==> config.mk <==
export PLATFORM = sky130hd
export DESIGN_NAME = clock_source_pll_control
export DESIGN_NICKNAME = d
export VERILOG_FILES = /design/src/rtl/clk_ctrl_pkg.sv /design/src/rtl/clock_source_pll_control.sv
export SDC_FILE = /design/constraint.sdc
export NUM_CORES = 1
export LEC_CHECK = 0
export ABC_AREA = 1
export BUFFER_PORTS_ARGS = -buffer_cell sky130_fd_sc_hd__buf_2
export CAP_MARGIN = 40
export CORE_MARGIN = 2
export CORE_UTILIZATION = 48
export DETAILED_ROUTE_END_ITERATION = 8
export PLACE_DENSITY = 0.78
export SLEW_MARGIN = 30
export SYNTH_ARGS = -nofsm -noshare
export SYNTH_HDL_FRONTEND = slang
export SYNTH_SLANG_ARGS = --single-unit
==> constraint.sdc <==
create_clock -name clk_i -period 1.6 [get_ports clk_i]
set_input_delay 0.24 -clock clk_i [delete_from_list [all_inputs] [get_ports clk_i]]
set_output_delay 0.24 -clock clk_i [all_outputs]
set_load 0.05 [all_outputs]
==> src/rtl/clk_ctrl_pkg.sv <==
// Package with constants for the clock source and PLL control block
// Notes on behaviour
// RQ1: Normal mode: PLL multiplies the 8.0 MHz RC clock by eight to 64 MHz.
// RQ2: Select 0011 trims RC to 6.4 MHz and PLL multiplies by four.
// RQ3: PLL runs only if software enable is set or PLL clock fuse is zero.
// RQ4: Lock flag sets once the PLL has locked to its reference.
// RQ5: RC oscillator and PLL are off in power-down and standby.
// RQ6: Fast clock, direct or prescaled, is a clock source for timer two.
// RQ7: Four-bit source select decodes to the listed sources; programmed fuse reads zero.
// RQ8: Wake from power-down or power-save is timed on the selected source.
// RQ9: Start from reset adds a real-time delay counted on the watchdog oscillator.
// RQ10: Reset time-out counts 512 cycles for 4 ms, 8192 for 64 ms.
// RQ11: Factory default: select 0010, start-up 10, divide-by-eight programmed.
// RQ12: Core clock gate stops core logic; sleep modes halt unused clocks.
// RQ13: I/O clock drives peripherals; async interrupt detection works while halted.
// RQ14: Flash clock is enabled together with the core clock.
// RQ15: Converter clock keeps running while core and I/O clocks stop.
// RQ16: PLL follows RC trim; above nominal it saturates and loses lock.
// RQ17: Software should keep the RC trim at or below nominal.
// RQ18: Divide-by-eight fuse prescales the system clock by eight from start-up.
// RQ19: Lock flag reads zero when the PLL is disabled or asleep.
package clk_ctrl_pkg;
    // ----------------------------------------
    // Register map
    // ----------------------------------------
    localparam logic [3:0] PLL_CSR_OFS = 4'h0;
    localparam logic [3:0] RC_TRIM_OFS = 4'h4;
    localparam logic [3:0] SLEEP_OFS = 4'h8;
    localparam logic [3:0] STATUS_OFS = 4'hc;
    localparam int PLL_EN_BIT = 1;
    localparam int PLL_LOCK_BIT = 0;
    localparam logic [7:0] RC_TRIM_RST = 8'h80;
    localparam logic [7:0] RC_TRIM_NOMINAL = 8'h80;
    // ----------------------------------------
    // Source select codes
    // ----------------------------------------
    localparam logic [3:0] SRC_EXT = 4'h0;
    localparam logic [3:0] SRC_PLL = 4'h1;
    localparam logic [3:0] SRC_RC8 = 4'h2;
    localparam logic [3:0] SRC_RC64 = 4'h3;
    localparam logic [3:0] SRC_WDOG = 4'h4;
    localparam logic [3:0] SRC_LFXT = 4'h6;
    localparam logic [3:0] DEF_SRC_SEL = 4'h2;
    localparam logic [1:0] DEF_SUT = 2'h2;
    localparam logic DEF_DIV8 = 1'b0;
    localparam logic [3:0] MULT_NORMAL = 4'h8;
    localparam logic [3:0] MULT_COMPAT = 4'h4;
    // ----------------------------------------
    // Timing
    // ----------------------------------------
    localparam int TOUT_SHORT_CYC = 512;
    localparam int TOUT_LONG_CYC = 8192;
    localparam int WAKE_RC_CYC = 6;
    localparam int WAKE_XT_CYC = 16384;
    localparam int LOCK_NS = 100;
    localparam int CLK_PERIOD_NS = 4;
    localparam int LOCK_CYC = (LOCK_NS + CLK_PERIOD_NS - 1) / CLK_PERIOD_NS;
    // ----------------------------------------
    // Types
    // ----------------------------------------
    typedef enum logic [2:0] {
        SM_RESET_TOUT = 3'b000,
        SM_RUN = 3'b001,
        SM_SLEEP = 3'b010,
        SM_WAKE = 3'b011
    } sm_e;
    typedef enum logic [2:0] {
        SLP_IDLE = 3'b000,
        SLP_ADC = 3'b001,
        SLP_PDOWN = 3'b010,
        SLP_PSAVE = 3'b011,
        SLP_STBY = 3'b110
    } slp_e;
endpackage

==> src/rtl/clock_source_pll_control.sv <==
// Clock source selection, PLL control, clock gating and start-up timing
//
// Our own choices: the address map and the Wishbone interface to the registers.
`timescale 1ns/1ps
module clock_source_pll_control #(
    parameter int TOUT_LONG = clk_ctrl_pkg::TOUT_LONG_CYC,
    parameter int WAKE_XT = clk_ctrl_pkg::WAKE_XT_CYC
) (
    // Clock and reset
    input wire logic clk_i,
    input wire logic rst_i,
    // Fuses
    input wire logic [3:0] clock_source_select_fuses_i,
    input wire logic [1:0] startup_time_fuses_i,
    input wire logic initial_divide_by_eight_fuse_i,
    input wire logic pll_system_clock_fuse_i,
    // Oscillator ticks from pins or other domains
    input wire logic wdog_osc_tick_i,
    input wire logic src_osc_tick_i,
    // Sleep request from core
    input wire logic sleep_req_i,
    input wire logic wake_i,
    // Wishbone slave
    input wire logic cyc_i,
    input wire logic stb_i,
    input wire logic we_i,
    input wire logic [3:0] adr_i,
    input wire logic [3:0] sel_i,
    input wire logic [31:0] dat_i,
    output logic [31:0] dat_o,
    output logic ack_o,
    // Clock controls
    output logic rc_osc_on_o,
    output logic pll_on_o,
    output logic [3:0] pll_mult_o,
    output logic [7:0] rc_trim_o,
    output logic rc_compat_trim_o,
    output logic pll_saturated_o,
    output logic [3:0] sys_src_o,
    output logic sys_div8_o,
    output logic core_clk_en_o,
    output logic io_clk_en_o,
    output logic flash_clk_en_o,
    output logic adc_clk_en_o,
    output logic async_irq_en_o,
    output logic timer2_fast_clk_sel_o,
    output logic [2:0] timer2_fast_prescale_o,
    output logic reset_tout_busy_o
);
    // ----------------------------------------
    // Input synchronisers
    // ----------------------------------------
    logic [1:0] wdog_sync_r;
    logic [1:0] src_sync_r;
    logic wdog_prev_r;
    logic src_prev_r;
    logic wdog_edge;
    logic src_edge;
    always_ff @(posedge clk_i) begin
        if (rst_i) begin
            wdog_sync_r <= 2'h0;
            src_sync_r <= 2'h0;
            wdog_prev_r <= 1'b0;
            src_prev_r <= 1'b0;
        end else begin
            wdog_sync_r <= {wdog_sync_r[0], wdog_osc_tick_i};
            src_sync_r <= {src_sync_r[0], src_osc_tick_i};
            wdog_prev_r <= wdog_sync_r[1];
            src_prev_r <= src_sync_r[1];
        end
    end
    assign wdog_edge = wdog_sync_r[1] & ~wdog_prev_r;
    assign src_edge = src_sync_r[1] & ~src_prev_r;

    // ----------------------------------------
    // Fuse capture after reset
    // ----------------------------------------
    clk_ctrl_pkg::sm_e state_r;
    logic [13:0] tout_cnt_r;
    logic [3:0] src_r;
    logic [1:0] sut_r;
    logic div8_r;
    logic pll_system_clock_fuse_r;
    always_ff @(posedge clk_i) begin
        if (rst_i) begin
            src_r <= clk_ctrl_pkg::DEF_SRC_SEL; // RQ11
            sut_r <= clk_ctrl_pkg::DEF_SUT; // RQ11
            div8_r <= clk_ctrl_pkg::DEF_DIV8; // RQ11
            pll_system_clock_fuse_r <= 1'b1;
        end else if (state_r == clk_ctrl_pkg::SM_RESET_TOUT && tout_cnt_r == 14'h0) begin
            src_r <= clock_source_select_fuses_i;
            sut_r <= startup_time_fuses_i;
            div8_r <= initial_divide_by_eight_fuse_i;
            pll_system_clock_fuse_r <= pll_system_clock_fuse_i;
        end
    end

    // ----------------------------------------
    // Registers
    // ----------------------------------------
    logic pll_en_r;
    logic [7:0] trim_r;
    logic [2:0] slp_mode_r;
    logic t2_sel_r;
    logic [2:0] t2_pre_r;
    logic ack_r;
    logic [31:0] dat_r;
    logic lock_r;
    logic wr_stb;
    assign wr_stb = cyc_i & stb_i & we_i & ~ack_r & sel_i[0];
    always_ff @(posedge clk_i) begin
        if (rst_i) begin
            pll_en_r <= 1'b0;
            trim_r <= clk_ctrl_pkg::RC_TRIM_RST;
            slp_mode_r <= 3'h0;
            t2_sel_r <= 1'b0;
            t2_pre_r <= 3'h0;
        end else if (wr_stb) begin
            case (adr_i)
                clk_ctrl_pkg::PLL_CSR_OFS: begin
                    pll_en_r <= dat_i[clk_ctrl_pkg::PLL_EN_BIT];
                    t2_sel_r <= dat_i[2];
                    t2_pre_r <= dat_i[6:4];
                end
                clk_ctrl_pkg::RC_TRIM_OFS: trim_r <= dat_i[7:0];
                clk_ctrl_pkg::SLEEP_OFS: slp_mode_r <= dat_i[2:0];
                default: ;
            endcase
        end
    end
    always_ff @(posedge clk_i) begin
        if (rst_i) begin
            ack_r <= 1'b0;
            dat_r <= 32'h0;
        end else begin
            ack_r <= cyc_i & stb_i & ~ack_r;
            case (adr_i)
                clk_ctrl_pkg::PLL_CSR_OFS: dat_r <= {25'h0, t2_pre_r, 1'b0, t2_sel_r,
                                                    pll_en_r, lock_r};
                clk_ctrl_pkg::RC_TRIM_OFS: dat_r <= {24'h0, trim_r};
                clk_ctrl_pkg::SLEEP_OFS: dat_r <= {29'h0, slp_mode_r};
                clk_ctrl_pkg::STATUS_OFS: dat_r <= {20'h0, src_r, 2'h0, sut_r,
                                                   div8_r, pll_system_clock_fuse_r, state_r[1:0]};
                default: dat_r <= 32'h0;
            endcase
        end
    end
    assign ack_o = ack_r;
    assign dat_o = dat_r;

    // ----------------------------------------
    // Start-up state machine
    // ----------------------------------------
    logic [14:0] wake_cnt_r;
    logic [14:0] tout_len;
    logic [14:0] wake_len;
    logic deep_sleep;
    logic rc_src;
    assign rc_src = src_r == clk_ctrl_pkg::SRC_RC8 || src_r == clk_ctrl_pkg::SRC_RC64;
    assign tout_len = (sut_r == 2'h0) ? 15'h0 :
                      (sut_r == 2'h1) ? 15'(clk_ctrl_pkg::TOUT_SHORT_CYC) :
                      15'(TOUT_LONG); // RQ10
    assign wake_len = rc_src ? 15'(clk_ctrl_pkg::WAKE_RC_CYC) : 15'(WAKE_XT);
    assign deep_sleep = state_r == clk_ctrl_pkg::SM_SLEEP &&
                        (slp_mode_r == clk_ctrl_pkg::SLP_PDOWN ||
                         slp_mode_r == clk_ctrl_pkg::SLP_STBY);
    always_ff @(posedge clk_i) begin
        if (rst_i) begin
            state_r <= clk_ctrl_pkg::SM_RESET_TOUT;
            tout_cnt_r <= 14'h0;
            wake_cnt_r <= 15'h0;
        end else begin
            case (state_r)
                clk_ctrl_pkg::SM_RESET_TOUT: begin
                    if (tout_cnt_r != 14'h0 && {1'b0, tout_cnt_r} > tout_len) begin
                        state_r <= clk_ctrl_pkg::SM_RUN; // RQ9
                    end else if (wdog_edge || tout_cnt_r == 14'h0) begin
                        tout_cnt_r <= tout_cnt_r + 14'h1; // RQ9
                    end
                end
                clk_ctrl_pkg::SM_RUN: begin
                    if (sleep_req_i) begin
                        state_r <= clk_ctrl_pkg::SM_SLEEP; // RQ12
                    end
                end
                clk_ctrl_pkg::SM_SLEEP: begin
                    if (wake_i) begin
                        wake_cnt_r <= 15'h0;
                        state_r <= (slp_mode_r == clk_ctrl_pkg::SLP_PDOWN ||
                                    slp_mode_r == clk_ctrl_pkg::SLP_PSAVE) ?
                                   clk_ctrl_pkg::SM_WAKE : clk_ctrl_pkg::SM_RUN;
                    end
                end
                clk_ctrl_pkg::SM_WAKE: begin
                    if (wake_cnt_r >= wake_len) begin
                        state_r <= clk_ctrl_pkg::SM_RUN; // RQ8
                    end else if (src_edge) begin
                        wake_cnt_r <= wake_cnt_r + 15'h1; // RQ8
                    end
                end
                default: state_r <= clk_ctrl_pkg::SM_RESET_TOUT;
            endcase
        end
    end

    // ----------------------------------------
    // PLL control and lock
    // ----------------------------------------
    logic pll_run;
    logic [7:0] lock_cnt_r;
    logic over_nominal;
    assign over_nominal = trim_r > clk_ctrl_pkg::RC_TRIM_NOMINAL;
    assign pll_run = (pll_en_r | ~pll_system_clock_fuse_r) & ~deep_sleep; // RQ3 RQ5
    always_ff @(posedge clk_i) begin
        if (rst_i) begin
            lock_cnt_r <= 8'h0;
            lock_r <= 1'b0;
        end else if (!pll_run || over_nominal) begin
            lock_cnt_r <= 8'h0; // RQ16
            lock_r <= 1'b0; // RQ19
        end else if (lock_cnt_r >= 8'(clk_ctrl_pkg::LOCK_CYC)) begin
            lock_r <= 1'b1; // RQ4
        end else begin
            lock_cnt_r <= lock_cnt_r + 8'h1;
        end
    end
    assign pll_on_o = pll_run;
    assign rc_osc_on_o = ~deep_sleep; // RQ5
    assign pll_mult_o = (src_r == clk_ctrl_pkg::SRC_RC64) ? clk_ctrl_pkg::MULT_COMPAT :
                        clk_ctrl_pkg::MULT_NORMAL; // RQ1 RQ2
    assign rc_compat_trim_o = src_r == clk_ctrl_pkg::SRC_RC64; // RQ2
    assign rc_trim_o = trim_r; // RQ16
    assign pll_saturated_o = pll_run & over_nominal; // RQ16
    assign sys_src_o = src_r; // RQ7
    assign sys_div8_o = ~div8_r; // RQ18
    assign timer2_fast_clk_sel_o = t2_sel_r & lock_r; // RQ6
    assign timer2_fast_prescale_o = t2_pre_r; // RQ6

    // ----------------------------------------
    // Clock gating
    // ----------------------------------------
    logic running;
    assign running = state_r == clk_ctrl_pkg::SM_RUN;
    assign core_clk_en_o = running; // RQ12
    assign flash_clk_en_o = running; // RQ14
    assign io_clk_en_o = running || state_r == clk_ctrl_pkg::SM_SLEEP &&
                         slp_mode_r == clk_ctrl_pkg::SLP_IDLE; // RQ13
    assign adc_clk_en_o = running || state_r == clk_ctrl_pkg::SM_SLEEP &&
                          slp_mode_r <= clk_ctrl_pkg::SLP_ADC; // RQ15
    assign async_irq_en_o = 1'b1; // RQ13
    assign reset_tout_busy_o = state_r == clk_ctrl_pkg::SM_RESET_TOUT;

    // ----------------------------------------
    // Assertions
    // ----------------------------------------
    pll_gate_a: assert property (@(posedge clk_i) disable iff (rst_i) // RQ3
        pll_on_o == ((pll_en_r | ~pll_system_clock_fuse_r) & ~deep_sleep)) else $error("pll gate");
    lock_off_a: assert property (@(posedge clk_i) disable iff (rst_i) // RQ19
        !pll_run |=> !lock_r) else $error("lock while off");
    lock_set_a: assert property (@(posedge clk_i) disable iff (rst_i) // RQ4
        (pll_run && !over_nominal)[*8] ##1 (pll_run && !over_nominal)[*8] ##1
        (pll_run && !over_nominal)[*8] ##1 (pll_run && !over_nominal)[*8] |-> lock_r)
        else $error("no lock");
    deep_off_a: assert property (@(posedge clk_i) disable iff (rst_i) // RQ5
        deep_sleep |-> !rc_osc_on_o && !pll_on_o) else $error("osc on in sleep");
    mult_sel_a: assert property (@(posedge clk_i) disable iff (rst_i) // RQ2
        pll_mult_o == (rc_compat_trim_o ? 4'h4 : 4'h8)) else $error("mult");
    flash_core_a: assert property (@(posedge clk_i) disable iff (rst_i) // RQ14
        flash_clk_en_o == core_clk_en_o) else $error("flash gate");
    sat_lock_a: assert property (@(posedge clk_i) disable iff (rst_i) // RQ16
        over_nominal |=> !lock_r) else $error("lock above nominal");
    core_stop_a: assert property (@(posedge clk_i) disable iff (rst_i) // RQ12
        $rose(state_r == clk_ctrl_pkg::SM_SLEEP) |-> !core_clk_en_o) else $error("core");
    adc_run_a: assert property (@(posedge clk_i) disable iff (rst_i) // RQ15
        state_r == clk_ctrl_pkg::SM_SLEEP && slp_mode_r == clk_ctrl_pkg::SLP_ADC |->
        adc_clk_en_o && !io_clk_en_o) else $error("adc gate");
    wake_c: cover property (@(posedge clk_i) state_r == clk_ctrl_pkg::SM_WAKE ##1
        state_r == clk_ctrl_pkg::SM_RUN);
    lock_c: cover property (@(posedge clk_i) $rose(lock_r));
    tout_c: cover property (@(posedge clk_i) $fell(reset_tout_busy_o));
endmodule

* Yosys cells after proc, flatten, opt, wreduce, memory -nomap -nowiden
Index checks and enable logic that the tools add are counted.
** Word-level totals
- Register bits :: 104
** Operators by class
- Add/sub/neg operators :: 3
- Magnitude comparators :: 5
- Eq/ne operators :: 18
- Multiplexer cells :: 15
- Bitwise operators :: 18
- Reductions and logical operators :: 27
** Operator list (number)
- 15-bit two-way mux :: 4
- 12-bit one-hot mux with 4 select lines :: 1
- 15-bit one-hot mux with 2 select lines :: 1
- 14-bit two-way mux :: 2
- 15-bit by 1-bit adder with 15-bit output (second input constant) :: 1
- 15-bit greater-or-equal comparator :: 1
- 14-bit by 1-bit adder with 14-bit output (second input constant) :: 1
- 14-bit greater-than comparator :: 1
- 14-bit zero test :: 1
- 14-bit nonzero test :: 1
- 3-bit by 2-bit equality test with 1-bit output (second input constant) :: 4
- 3-bit two-way mux :: 4
- 3-bit one-hot mux with 4 select lines :: 1
- 1-bit AND :: 10
- 2-bit inequality test (second input constant) :: 5
- 8-bit by 1-bit adder with 8-bit output (second input constant) :: 1
- 4-bit by 2-bit equality test with 1-bit output (second input constant) :: 2
- 4-bit equality test (second input constant) :: 2
- 8-bit by 5-bit greater-or-equal comparator with 1-bit output (second input constant) :: 1
- 8-bit greater-than comparator (second input constant) :: 1
- 4-bit AND reduction :: 2
- 1-bit logical OR :: 7
- 1-bit NOT :: 7
- 3-bit zero test :: 2
- other kinds (17) :: 23

* Depth between registers and ports, before layout
Gate-level depths: netlist of the first run.
- Depth after elaboration :: 8
- Mapped depth :: 16

* Worst setup path before layout of the first run
OpenSTA, ideal clock, no wires.
- Path type :: reg-to-output
- Start point :: register state_r[1]
- End point :: output io_clk_en_o
- Data arrival time :: 2.456 ns
- Path slack :: -1.096 ns
- Stages on the path, launching flop included :: 6
- Buffers on the path :: 0
- Path through :: dfxtp_1 -> inv_1 -> nor2_1 -> inv_2 -> o31ai_1 -> o21a_1
** On the way
- Word-level cells in the longest chain between the ends :: 3
** Ends and longest elaborated chain
- start, declared :: RTL line clock_source_pll_control.sv:78 : clk_ctrl_pkg::sm_e state_r;
- start signal, assigned :: RTL line clock_source_pll_control.sv:169 : state_r <= clk_ctrl_pkg::SM_RESET_TOUT;
- start signal, assigned :: RTL line clock_source_pll_control.sv:176 : state_r <= clk_ctrl_pkg::SM_RUN;
- start signal, assigned :: RTL line clock_source_pll_control.sv:183 : state_r <= clk_ctrl_pkg::SM_SLEEP;
- 3-bit by 2-bit equality test with 1-bit output :: RTL line clock_source_pll_control.sv:246 : assign io_clk_en_o = running || state_r == clk_ctrl_pkg::SM_SLEEP &&
- 1-bit logical AND :: RTL line clock_source_pll_control.sv:246
- 1-bit logical OR * :: RTL line clock_source_pll_control.sv:246
- end, declared :: RTL line clock_source_pll_control.sv:42 : output logic io_clk_en_o,
Every way passes the cells marked *; elsewhere a longest branch is shown, timed or not.

* Final worst setup path of the first run
- Start point :: register src_r[3] (netlist: sys_src_o[3])
- End point :: register wake_cnt_r[0]
** On the way
- Word-level cells in the longest chain between the ends :: 6
** Ends and longest elaborated chain
- start, declared :: RTL line clock_source_pll_control.sv:80 : logic [3:0] src_r;
- start signal, assigned :: RTL line clock_source_pll_control.sv:86 : src_r <= clk_ctrl_pkg::DEF_SRC_SEL;
- start signal, assigned :: RTL line clock_source_pll_control.sv:91 : src_r <= clock_source_select_fuses_i;
- 4-bit by 2-bit equality test with 1-bit output :: RTL line clock_source_pll_control.sv:159 : assign rc_src = src_r == clk_ctrl_pkg::SRC_RC8 || src_r == clk_ctrl_pkg::SRC_RC64;
- 1-bit logical OR * :: RTL line clock_source_pll_control.sv:159
- 15-bit two-way mux * :: RTL line clock_source_pll_control.sv:163 : assign wake_len = rc_src ? 15'(clk_ctrl_pkg::WAKE_RC_CYC) : 15'(WAKE_XT);
- 15-bit greater-or-equal comparator * :: RTL line clock_source_pll_control.sv:195 : if (wake_cnt_r >= wake_len) begin
- 2-bit inequality test (no source line) *
- 4-bit AND reduction (no source line) *
- end signal, assigned :: RTL line clock_source_pll_control.sv:198 : wake_cnt_r <= wake_cnt_r + 15'h1;
- end, declared :: RTL line clock_source_pll_control.sv:154 : logic [14:0] wake_cnt_r;
Marks and branches as above.
A chain may end at the register's enable or synchronous reset.

==> run summary, run 1 <==
FF-to-FF Start - sys_src_o[3]
synthesized area - 4530 µm²
hold path startpoint - wdog_osc_tick_i
routed wl met2 - 6470 µm
IO buf count - 70
clock-pin slew on the worst setup and hold paths - 90 ps
clock sinks - 83
CP endpoint kind - flip-flop
CTS tree - built
status - finished, violations left
Final Wtd Congestion - 0.885
Power, Total - 8.59 mW
First DRT Iteration DRCs - 328
Gate power share - 53.6%
routed length on met1 - 4980 µm
routed vias - 4586
failing checks - negative setup slack
antenna cell count - 0
Area Growth Syn to Fin - 28.1%
Worst Path Arrival - 2160 ps
post-synth top area share - 36.7%
worst r2r dst - wake_cnt_r[0]
r2r worst-path depth - 14
clk_skew - 9.41 ps
Leakage Power - 2.44 nW
clock root buffer - clkbuf_8
Area contributors post-synth - dfxtp_1 (37%), nand2_1 (8.6%), nor2_1 (7.9%)
Distinct cells, synth - 41
clk_lat worst skew - 350 ps
ys flop type - dfxtp_1
final hold vios - 0
Hold EP - wdog_sync_r[0]
Die Wd - 101 µm
global-route total usage across every layer - 23.5%
Longest Clk Path Bufs - 2
maximum vdd drop - 953 µV
Final setup viols - 25
H-tree depth - 3
Hold Buf Count CTS - 0
Avg Cell Area, Syn - 7.18 µm²
Placement Setup Slack - -259 ps
Routed WL - 12500 µm
startpoint type of the worst setup path - flip-flop
switching part of the total power - 45.2%
sequential share of power - 28.3%
EDFF count, synth - 0
DRC - 0
Cell Int Power - 4.71 mW
Fmax - 0.525 GHz
hpwl dp - 8370 µm
synth warn - 0
Synth top cells by count - nand2_1 (104), nor2_1 (95), dfxtp_1 (83)
Syn Inst Count - 631
Synth area leader - dfxtp_1
Seq/Total Area, Yosys - 36.7%
Die Y - 101 µm
fin crit share - 119%
met3 routed WL - 680 µm
Wirelength per Cell - 14.6 µm
Top Layer Used - met4
shortest period the worst path allows - 1900 ps
IO Pins - 121
Synth Register Bits - 83
Core Util, Final - 63.1%
Crit Path Class - reg -> reg
Clock Power Share - 18.1%
nets@finish - 808
Worst Path Max Fanout - 5
CTS buffer count - 9
first-pass GRT wire length - 19300 µm
max-cap viol count - 0
initial antenna violation count - 0
# rows - 35
core box area - 9200 µm²
largest net degree at the start of global routing - 29
die area - 10200 µm²
Switch Pwr - 3.88 mW
asr flop ratio synth - 0%
P per Cell Area - 1480 nW/µm²
worst min-delay path category - in -> reg
final max-slew violation count - 0
vias in the first global route - 4209
post-route setup slack - -305 ps
setup slack, reg-to-reg - -300 ps
RSZ-0062 raised after global routing - yes
antenna viol nets, final - 0
Worst Path Required - 1860 ps
Hold Crit Depth - 3
most frequent cell after synthesis - nand2_1
share of cells above drive strength 1 - 33.3%
grt ovf - 0
vias per cell - 5.36
Starting Density - 49.2%
DR pass1 iterations - 5
## layout by cell type (no fill, tap or decap), types with 4 or more instances in the layout
master	instances
inv_2	16
nand3_2	13
a21oi_2	12
buf_2	60
buf_8	6
inv_1	61
a21oi_1	31
nand3_1	38
conb_1	23
dfxtp_4	4
o22ai_1	4
xnor2_1	5
dfxtp_1	69
ha_1	6
nand2_1	96
nor2_1	85
dfxtp_2	10
o21ai_0	26
xor2_1	8
ha_4	5
clkbuf_8	9
nor2_2	7
nand3_4	5
nand4_1	12
nor2_4	9
nand2_2	9
o21ai_1	7
nor3_1	13
buf_4	45
buf_6	9
## worst max-delay path, stage by stage (launching register included)
cell	delay (ps)
dfxtp_4	370
nor2_4	50
nand2_4	90
inv_4	50
ha_4	260
inv_2	40
nor2_2	110
nand2_2	110
buf_4	160
a21oi_2	170
nor2_4	50
nand4_1	180
nand2_1	80
inv_1	60
nor2_1	40
## how the worst max path moves through the flow
stage | startpoint | to | slack [ps] | depth (start not counted)
after CTS | sys_src_o[2] | wake_cnt_r[0] | -220 | 15
after global placement | sys_src_o[3] | wake_cnt_r[0] | -180 | 15
final | sys_src_o[3] | wake_cnt_r[0] | -300 | 14
after floorplan | sys_src_o[3] | wake_cnt_r[9] | -240 | 15
after detailed placement | sys_src_o[3] | wake_cnt_r[0] | -260 | 15
after global routing | sys_src_o[3] | wake_cnt_r[0] | -410 | 15
## state kept, by name, summed over array words and instances, names as in the netlist, 2 cells and up
signal and cells:
src_sync_r 2, rc_trim_o 8, sys_src_o 4, timer2_fast_prescale_o 3
state_r 2, lock_cnt_r 8, sut_r 2, tout_cnt_r 14
wake_cnt_r 15, slp_mode_r 3, dat_o 12, wdog_sync_r 2
## stage by stage
| stage | std cells | hold WS [ps] | TNS [ps] | area (µm²) |
|---|---|---|---|---|
| 2_1_floorplan | 652 | 347 | -3790 | 4700 |
| 3_3_place_gp | 826 | 397 | -2430 | 5140 |
| 3_5_place_dp | 826 | 396 | -3820 | 5140 |
| 4_1_cts | 849 | 79.2 | -3460 | 5550 |
| 6_report | 856 | 86.6 | -4790 | 5800 |
| 5_1_grt | 856 | 104 | -7830 | 5800 |
## layout make-up
| type | count | area [µm²] |
|---|---|---|
| inverter | 81 | 325 |
| timing repair inverter | 1 | 8.76 |
| fill | 740 | 3400 |
| tap | 111 | 139 |
| clock buffer | 10 | 128 |
| clock inverter | 6 | 72.6 |
| sequential | 83 | 1690 |
| timing repair buffer | 120 | 830 |
| multi-input combinational | 444 | 2610 |
## power groups by stage
| stage | Clock (mW) | Sequential (mW) | Combinational (mW) |
|---|---|---|---|
| floorplan | 0 | 2.66 | 2.37 |
| global placement | 0 | 2.44 | 3.21 |
| detailed placement | 0 | 2.45 | 3.31 |
| CTS | 1.55 | 2.40 | 3.89 |
| global route | 1.64 | 2.45 | 4.88 |
| finish | 1.55 | 2.43 | 4.60 |
## per-layer routing
metal	global-route usage, %	vias to the layer above
met5	0	-
met4	8.84	0
met3	3.68	36
met2	42.6	175
met1	27.7	2163
li1	-	2212
## kinds of logic (layout without fill, tap and decap cells)
kind of cell             Yosys count  count (layout)  share of synthesized area, %
flip-flops                        83              83                          36.7
XOR/XNOR                          13              13                          2.51
AO/OA/AOI/OAI                     96              96                          12.2
buffers and inverters            126             218                          14.1
AND/OR/NAND/NOR                  300             301                          31.3
other                              2              23                         0.166
adder cells (fa/ha/maj)           11              11                          3.04
## what timing repair did
action	in CTS	in global routing
buffers inserted	5	7
setup endpoints to repair	39	45
hold endpoints to repair	0	0
gates resized for setup	45	62
gates cloned	2	1
pin swaps	11	29
No activity file was read; power rests on OpenSTA's default activity.
==> inputs of run 2 (changes only) <==
--- a/config.mk
+++ b/config.mk
@@ -9,9 +9,10 @@
 export BUFFER_PORTS_ARGS = -buffer_cell sky130_fd_sc_hd__buf_2
 export CAP_MARGIN = 40
 export CORE_MARGIN = 2
-export CORE_UTILIZATION = 48
+export CORE_UTILIZATION = 45
 export DETAILED_ROUTE_END_ITERATION = 8
-export PLACE_DENSITY = 0.78
+export PLACE_DENSITY = 0.74
+export RECOVER_POWER = 25
 export SLEW_MARGIN = 30
 export SYNTH_ARGS = -nofsm -noshare
 export SYNTH_HDL_FRONTEND = slang
==> run summary, run 2 (synthesis gave the netlist of run 1 again) <==
fin crit share - 113% (-5.6 points)
Longest Clk Path Bufs - 2 (unchanged)
Worst Max-Slew Pin Slew - 604 ps
antenna cell count - 0 (unchanged)
Hold Crit Depth - 3 (unchanged)
Final setup viols - 23 (-8.0%)
IO buf count - 70 (unchanged)
failing checks - negative setup slack
Clock Power Share - 19.0% (+0.9 points)
clock-pin slew on the worst setup and hold paths - 80 ps (about the same)
Crit Path Class - reg -> reg
post-route setup slack - -215 ps (+89.7 ps)
H-tree depth - 3 (unchanged)
commonest non-fill, non-tap cell in the layout - nand2_1
First DRT Iteration DRCs - 219 (-33%)
Cell Int Power - 4.60 mW (-2.4%)
Power, Total - 8.25 mW (-3.9%)
Biggest register - wake_cnt_r
Max stage delay on crit path - 360 ps (about the same)
routed vias - 4366 (-4.8%)
setup slack, reg-to-reg - -220 ps (+90 ps)
DRC - 0 (unchanged)
Gate power share - 51.5% (-2.1 points)
nets@finish - 800 (-0.99%)
Die Wd - 104 µm (+3.1%)
Routed WL - 11400 µm (-8.5%)
maximum vdd drop - 744 µV (-22%)
shortest period the worst path allows - 1820 ps (-89.7 ps)
vias in the first global route - 4226 (+0.40%)
vias per cell - 5.02 (-6.3%)
FF-to-FF Start - sys_src_o[3]
worst min-delay path category - in -> reg
Starting Density - 46.3% (-2.9 points)
worst-path cell chain - nor2_4, nand2_2, inv_2, ha_1, inv_1, nand2_1, nand2_1, nor2_2, nand2_1, nand2_2, nand2_4, nand2_8, buf_6, nand3_2, a21oi_2
Top cell by count, worst path - nand2_1
share of cells above drive strength 1 - 33.0% (-0.32 points)
max reg flops - 15 (unchanged)
clk_lat worst skew - 360 ps (about the same)
CTS buffer count - 9 (unchanged)
core box area - 9770 µm² (+6.3%)
IO Pins - 121 (unchanged)
Wirelength per Cell - 13.1 µm (-10%)
worst r2r dst - wake_cnt_r[6]
initial antenna violation count - 0 (unchanged)
Worst Path Max Fanout - 6 (+1)
Worst Path Required - 1900 ps (+40 ps)
final hold vios - 0 (unchanged)
switching part of the total power - 44.3% (-0.84 points)
Hold EP - src_sync_r[0]
hold path startpoint - src_osc_tick_i
Final Wtd Congestion - 0.883 (-0.19%)
critical path's slowest cell - dfxtp_4
clk_skew - 8.23 ps (-1.18 ps)
Hold Buf Count CTS - 0 (unchanged)
global-route total usage across every layer - 21.0% (-2.5 points)
final max-slew violation count - 0 (unchanged)
largest net degree at the start of global routing - 42 (+45%)
first-pass GRT wire length - 19000 µm (-1.5%)
Area Growth Syn to Fin - 27.5%
Worst Path Arrival - 2120 ps (-40 ps)
Slew HR - 59.9%
DR pass1 iterations - 5 (unchanged)
RSZ-0062 raised after global routing - yes
clock root buffer - clkbuf_8
commonest non-fill, non-tap cells in the layout - nand2_1 (89), nor2_1 (85), dfxtp_1 (72), inv_1 (63), buf_2 (56)
P per Cell Area - 1430 nW/µm² (-3.5%)
grt ovf - 0 (unchanged)
max-cap viol count - 0 (unchanged)
Final TNS setup - -3510 ps (+1280 ps)
r2r worst-path depth - 15 (+1)
antenna viol nets, final - 0 (unchanged)
startpoint type of the worst setup path - flip-flop
die area - 10900 µm² (+6.4%)
CTS tree - built
sequential share of power - 29.5% (+1.2 points)
status - finished, violations left
Leakage Power - 2.42 nW (-0.95%)
hpwl dp - 8320 µm (-0.56%)
Die Y - 104 µm (+3.1%)
Fmax - 0.551 GHz (+4.9%)
CP endpoint kind - flip-flop
clock sinks - 83 (unchanged)
Switch Pwr - 3.66 mW (-5.7%)
# rows - 36 (+2.9%)
[run 2: cell types whose count changed in the layout (fill, tap and decap cells not counted), moves of 6 or more]
cell	change
clkbuf_1	+6
buf_4	-8
nand2_1	-7
a21oi_1	-8
a21oi_2	+8
[run 2: repair_timing]
action / CTS / global route
buffers inserted: 4 / 2
gates resized for setup: 41 / 64
pin swaps: 10 / 26
cloned: 0 / 1
setup endpoints to repair: 29 / 47
[run 2: how the worst max path moves through the flow]
stage                     cells after the start            end  slack [ps]    startpoint
after global placement                       14  wake_cnt_r[6]        -170  sys_src_o[3]
after floorplan                              15  wake_cnt_r[9]        -240  sys_src_o[3]
after CTS                                    15  wake_cnt_r[0]        -240  sys_src_o[3]
after global routing                         15  wake_cnt_r[0]        -330  sys_src_o[3]
final                                        15  wake_cnt_r[6]        -220  sys_src_o[3]
after detailed placement                     15  wake_cnt_r[0]        -260  sys_src_o[3]
[run 2: worst max-delay path, delay by kind of cell, from the launching register on]
kind	cells	cell delay, ps
simple gates	10	870
flops	1	360
buf+inv	3	260
compound gates	1	110
fa+ha+maj	1	150
[run 2: area by class of cell]
| cell class | instances | area, µm² |
|---|---|---|
| tap | 133 | 166 |
| sequential | 83 | 1680 |
| clock inverter | 5 | 58.8 |
| clock buffer | 11 | 141 |
| inverter | 81 | 315 |
| timing repair buffer | 113 | 771 |
| multi-input combinational | 444 | 2640 |
| fill | 843 | 4000 |
[run 2: metrics by stage]
stage,hold slack [ps],area [µm²],setup slack [ps],utilization [%],cells
after floorplan,347,4700,-244,-,652
after global routing,66.5,5780,-331,59.1,870
after CTS,64.3,5570,-240,57.0,868
after detailed placement,400,5190,-264,53.1,848
final,76.4,5780,-215,59.1,870
after global placement,392,5190,-166,53.1,848
[run 2: power groups by stage]
stage	clock, mW	sequential, mW	combinational, mW
after floorplan	0	2.66	2.37
after global placement	0	2.43	3.27
after detailed placement	0	2.44	3.35
after CTS	1.60	2.41	3.82
after global routing	1.68	2.46	4.55
final	1.56	2.44	4.25
[run 2: metal layers]
layer  part of all wire, %  GRT usage [%]
met3                   5.2           3.95
met1                    42           24.1
met5                     0              0
met4                   1.5           8.20
met2                    51           38.0
==> inputs of run 3 (changes only) <==
==> constraint.sdc (replaced) <==
create_clock -name clk_i -period 1.6 [get_ports clk_i]
set_input_delay 0.24 -clock clk_i [delete_from_list [all_inputs] [get_ports clk_i]]
set_output_delay 0.24 -clock clk_i [all_outputs]
set_load 0.1 [all_outputs]
==> run summary, run 3 (synthesis gave the netlist of run 1 again) <==
Crit Path Class - reg -> reg
dpl cells - 841 (-0.83%)
RSZ-0062 raised after global routing - yes
Hold Buf Count CTS - 0 (unchanged)
largest net degree at the start of global routing - 40 (-4.8%)
Die Wd - 104 µm (unchanged)
global-route total usage across every layer - 21.5% (+0.56 points)
clock-pin slew on the worst setup and hold paths - 90 ps (about the same)
final hold vios - 0 (unchanged)
First DRT Iteration DRCs - 237 (+8.2%)
clk_lat worst skew - 360 ps (about the same)
final instance area - 6120 µm² (+5.9%)
grt ovf - 0 (unchanged)
non-filler cells, final - 881 (+1.3%)
max reg flops - 15 (unchanged)
clock sinks - 83 (unchanged)
vias in the first global route - 4230 (+0.095%)
Leakage Power - 2.50 nW (+3.2%)
startpoint type of the worst setup path - flip-flop
commonest non-fill, non-tap cells in the layout - nand2_1 (88), nor2_1 (86), dfxtp_1 (64), buf_2 (59), inv_1 (58)
Critical Path Start - sys_src_o[2]
switching part of the total power - 50.0% (+5.7 points)
crit path to - wake_cnt_r[2]
hpwl dp - 8090 µm (-2.9%)
commonest non-fill, non-tap cell in the layout - nand2_1
maximum vdd drop - 1340 µV (+80%)
Switch Pwr - 4.88 mW (+33%)
DRC - 0 (unchanged)
antenna viol nets, final - 0 (unchanged)
Worst Path Arrival - 2190 ps (+70 ps)
CP endpoint kind - flip-flop
Area Growth Syn to Fin - 35.1%
Final setup viols - 38 (+65%)
failing checks - negative setup slack
setup slack, reg-to-reg - -300 ps (-90 ps)
Final Wtd Congestion - 0.913 (+3.4%)
antenna cell count - 0 (unchanged)
Starting Density - 46.3% (unchanged)
# rows - 36 (unchanged)
FF-to-FF Start - sys_src_o[2]
H-tree depth - 3 (unchanged)
worst r2r dst - wake_cnt_r[2]
share of cells above drive strength 1 - 37.8% (+4.9 points)
DR pass1 iterations - 5 (unchanged)
IO buf count - 70 (unchanged)
worst min-delay path category - in -> reg
first-pass GRT wire length - 19500 µm (+2.7%)
Worst Max-Slew Pin Slew - 840 ps (+236 ps)
clock root buffer - clkbuf_8
die area - 10900 µm² (unchanged)
core box area - 9770 µm² (unchanged)
Longest Clk Path Bufs - 2 (unchanged)
Worst Path Required - 1890 ps (about the same)
CTS tree - built
sequential share of power - 24.9% (-4.6 points)
Biggest register - wake_cnt_r
Cell Int Power - 4.88 mW (+6.2%)
shortest period the worst path allows - 1900 ps (+85.5 ps)
post-route setup slack - -301 ps (-85.5 ps)
P per Cell Area - 1600 nW/µm² (+12%)
final max-slew violation count - 0 (unchanged)
initial antenna violation count - 0 (unchanged)
Slew HR - 44.0% (-16 points)
Worst Path Max Fanout - 8 (+2)
IO Pins - 121 (unchanged)
Power, Total - 9.76 mW (+18%)
placed instance area - 5350 µm² (+2.9%)
r2r worst-path depth - 14 (-1)
max-cap viol count - 0 (unchanged)
Fmax - 0.526 GHz (-4.5%)
fin crit share - 119% (+5.3 points)
Routed WL - 12400 µm (+8.7%)
Gate power share - 59.5% (+8.0 points)
CTS buffer count - 9 (unchanged)
routed vias - 4525 (+3.6%)
status - finished, violations left
nets@finish - 811 (+1.4%)
Die Y - 104 µm (unchanged)
clk_skew - 7.57 ps (-0.667 ps)
Clock Power Share - 15.5% (-3.5 points)
vias per cell - 5.14 (+2.3%)
Core Util, Final - 62.6% (+3.5 points)
Wirelength per Cell - 14.1 µm (+7.3%)
## run 3: changes by cell type in the layout (fill, tap and decap cells not counted), sizes merged
cell and delta:
clkinvlp +4, buf +14, nand3 +1, inv -2, bufinv -1, clkbuf -5
## run 3: worst max-delay path: stages (launching register included)
cell and delay, ps:
dfxtp_4 360, nor2_4 110, nand2_2 80, inv_2 90, ha_4 210, inv_2 60
nor2_4 30, nand2_2 100, nor2_4 50, a21oi_2 130, nand2_2 90, nand2_4 130
buf_8 160, nand3_4 70, a21oi_2 150
## run 3: how the worst min path moves through the flow
stage,start,cells past startpoint,end,slack (ps)
after floorplan,src_osc_tick_i,2,src_sync_r[0],350
after global placement,src_sync_r[0],2,src_sync_r[1],400
after detailed placement,src_sync_r[0],2,src_sync_r[1],410
after CTS,src_osc_tick_i,3,src_sync_r[0],60
after global routing,src_osc_tick_i,3,src_sync_r[0],70
final,src_osc_tick_i,3,src_sync_r[0],70
## run 3: layer usage
layer / vias to the layer above / GRT usage (%) / part of all wire [%]
li1: 2219 / - / -
met1: 2100 / 26.1 / 41
met2: 184 / 37.9 / 51
met3: 22 / 4.14 / 6.3
met4: 0 / 7.53 / 1.8
met5: - / 0 / 0
## run 3: final cells by class
type | count | area (µm²)
inverter | 81 | 333
tap | 133 | 166
sequential | 83 | 1720
timing repair buffer | 122 | 945
clock inverter | 5 | 41.3
fill | 775 | 3660
timing repair inverter | 1 | 8.76
multi-input combinational | 445 | 2750
clock buffer | 11 | 153
## run 3: metrics by stage
stage	worst slack (ps)	hold WS (ps)	TNS [ps]
2_1_floorplan	-600	347	-16490
3_3_place_gp	-217	399	-3130
3_5_place_dp	-311	408	-4310
4_1_cts	-228	60.7	-3810
5_1_grt	-411	65.9	-9980
6_report	-301	71.4	-5890
## run 3: timing repair
| item | 4_1_cts | 5_1_grt |
|---|---|---|
| gates cloned | 1 | 2 |
| resized for setup | 33 | 70 |
| setup buffers | 8 | 13 |
| pin swaps | 16 | 29 |
| endpoints found under the hold margin | 0 | 0 |
| endpoints found under the setup margin | 40 | 44 |
## run 3: power groups by stage
stage                     clock [mW]  combinational [mW]  sequential, mW
final                           1.51                5.81            2.43
after floorplan                    0                3.10            2.87
after detailed placement           0                4.48            2.45
after global placement             0                4.42            2.44
after global routing            1.61                6.11            2.46
after CTS                       1.53                4.94            2.42
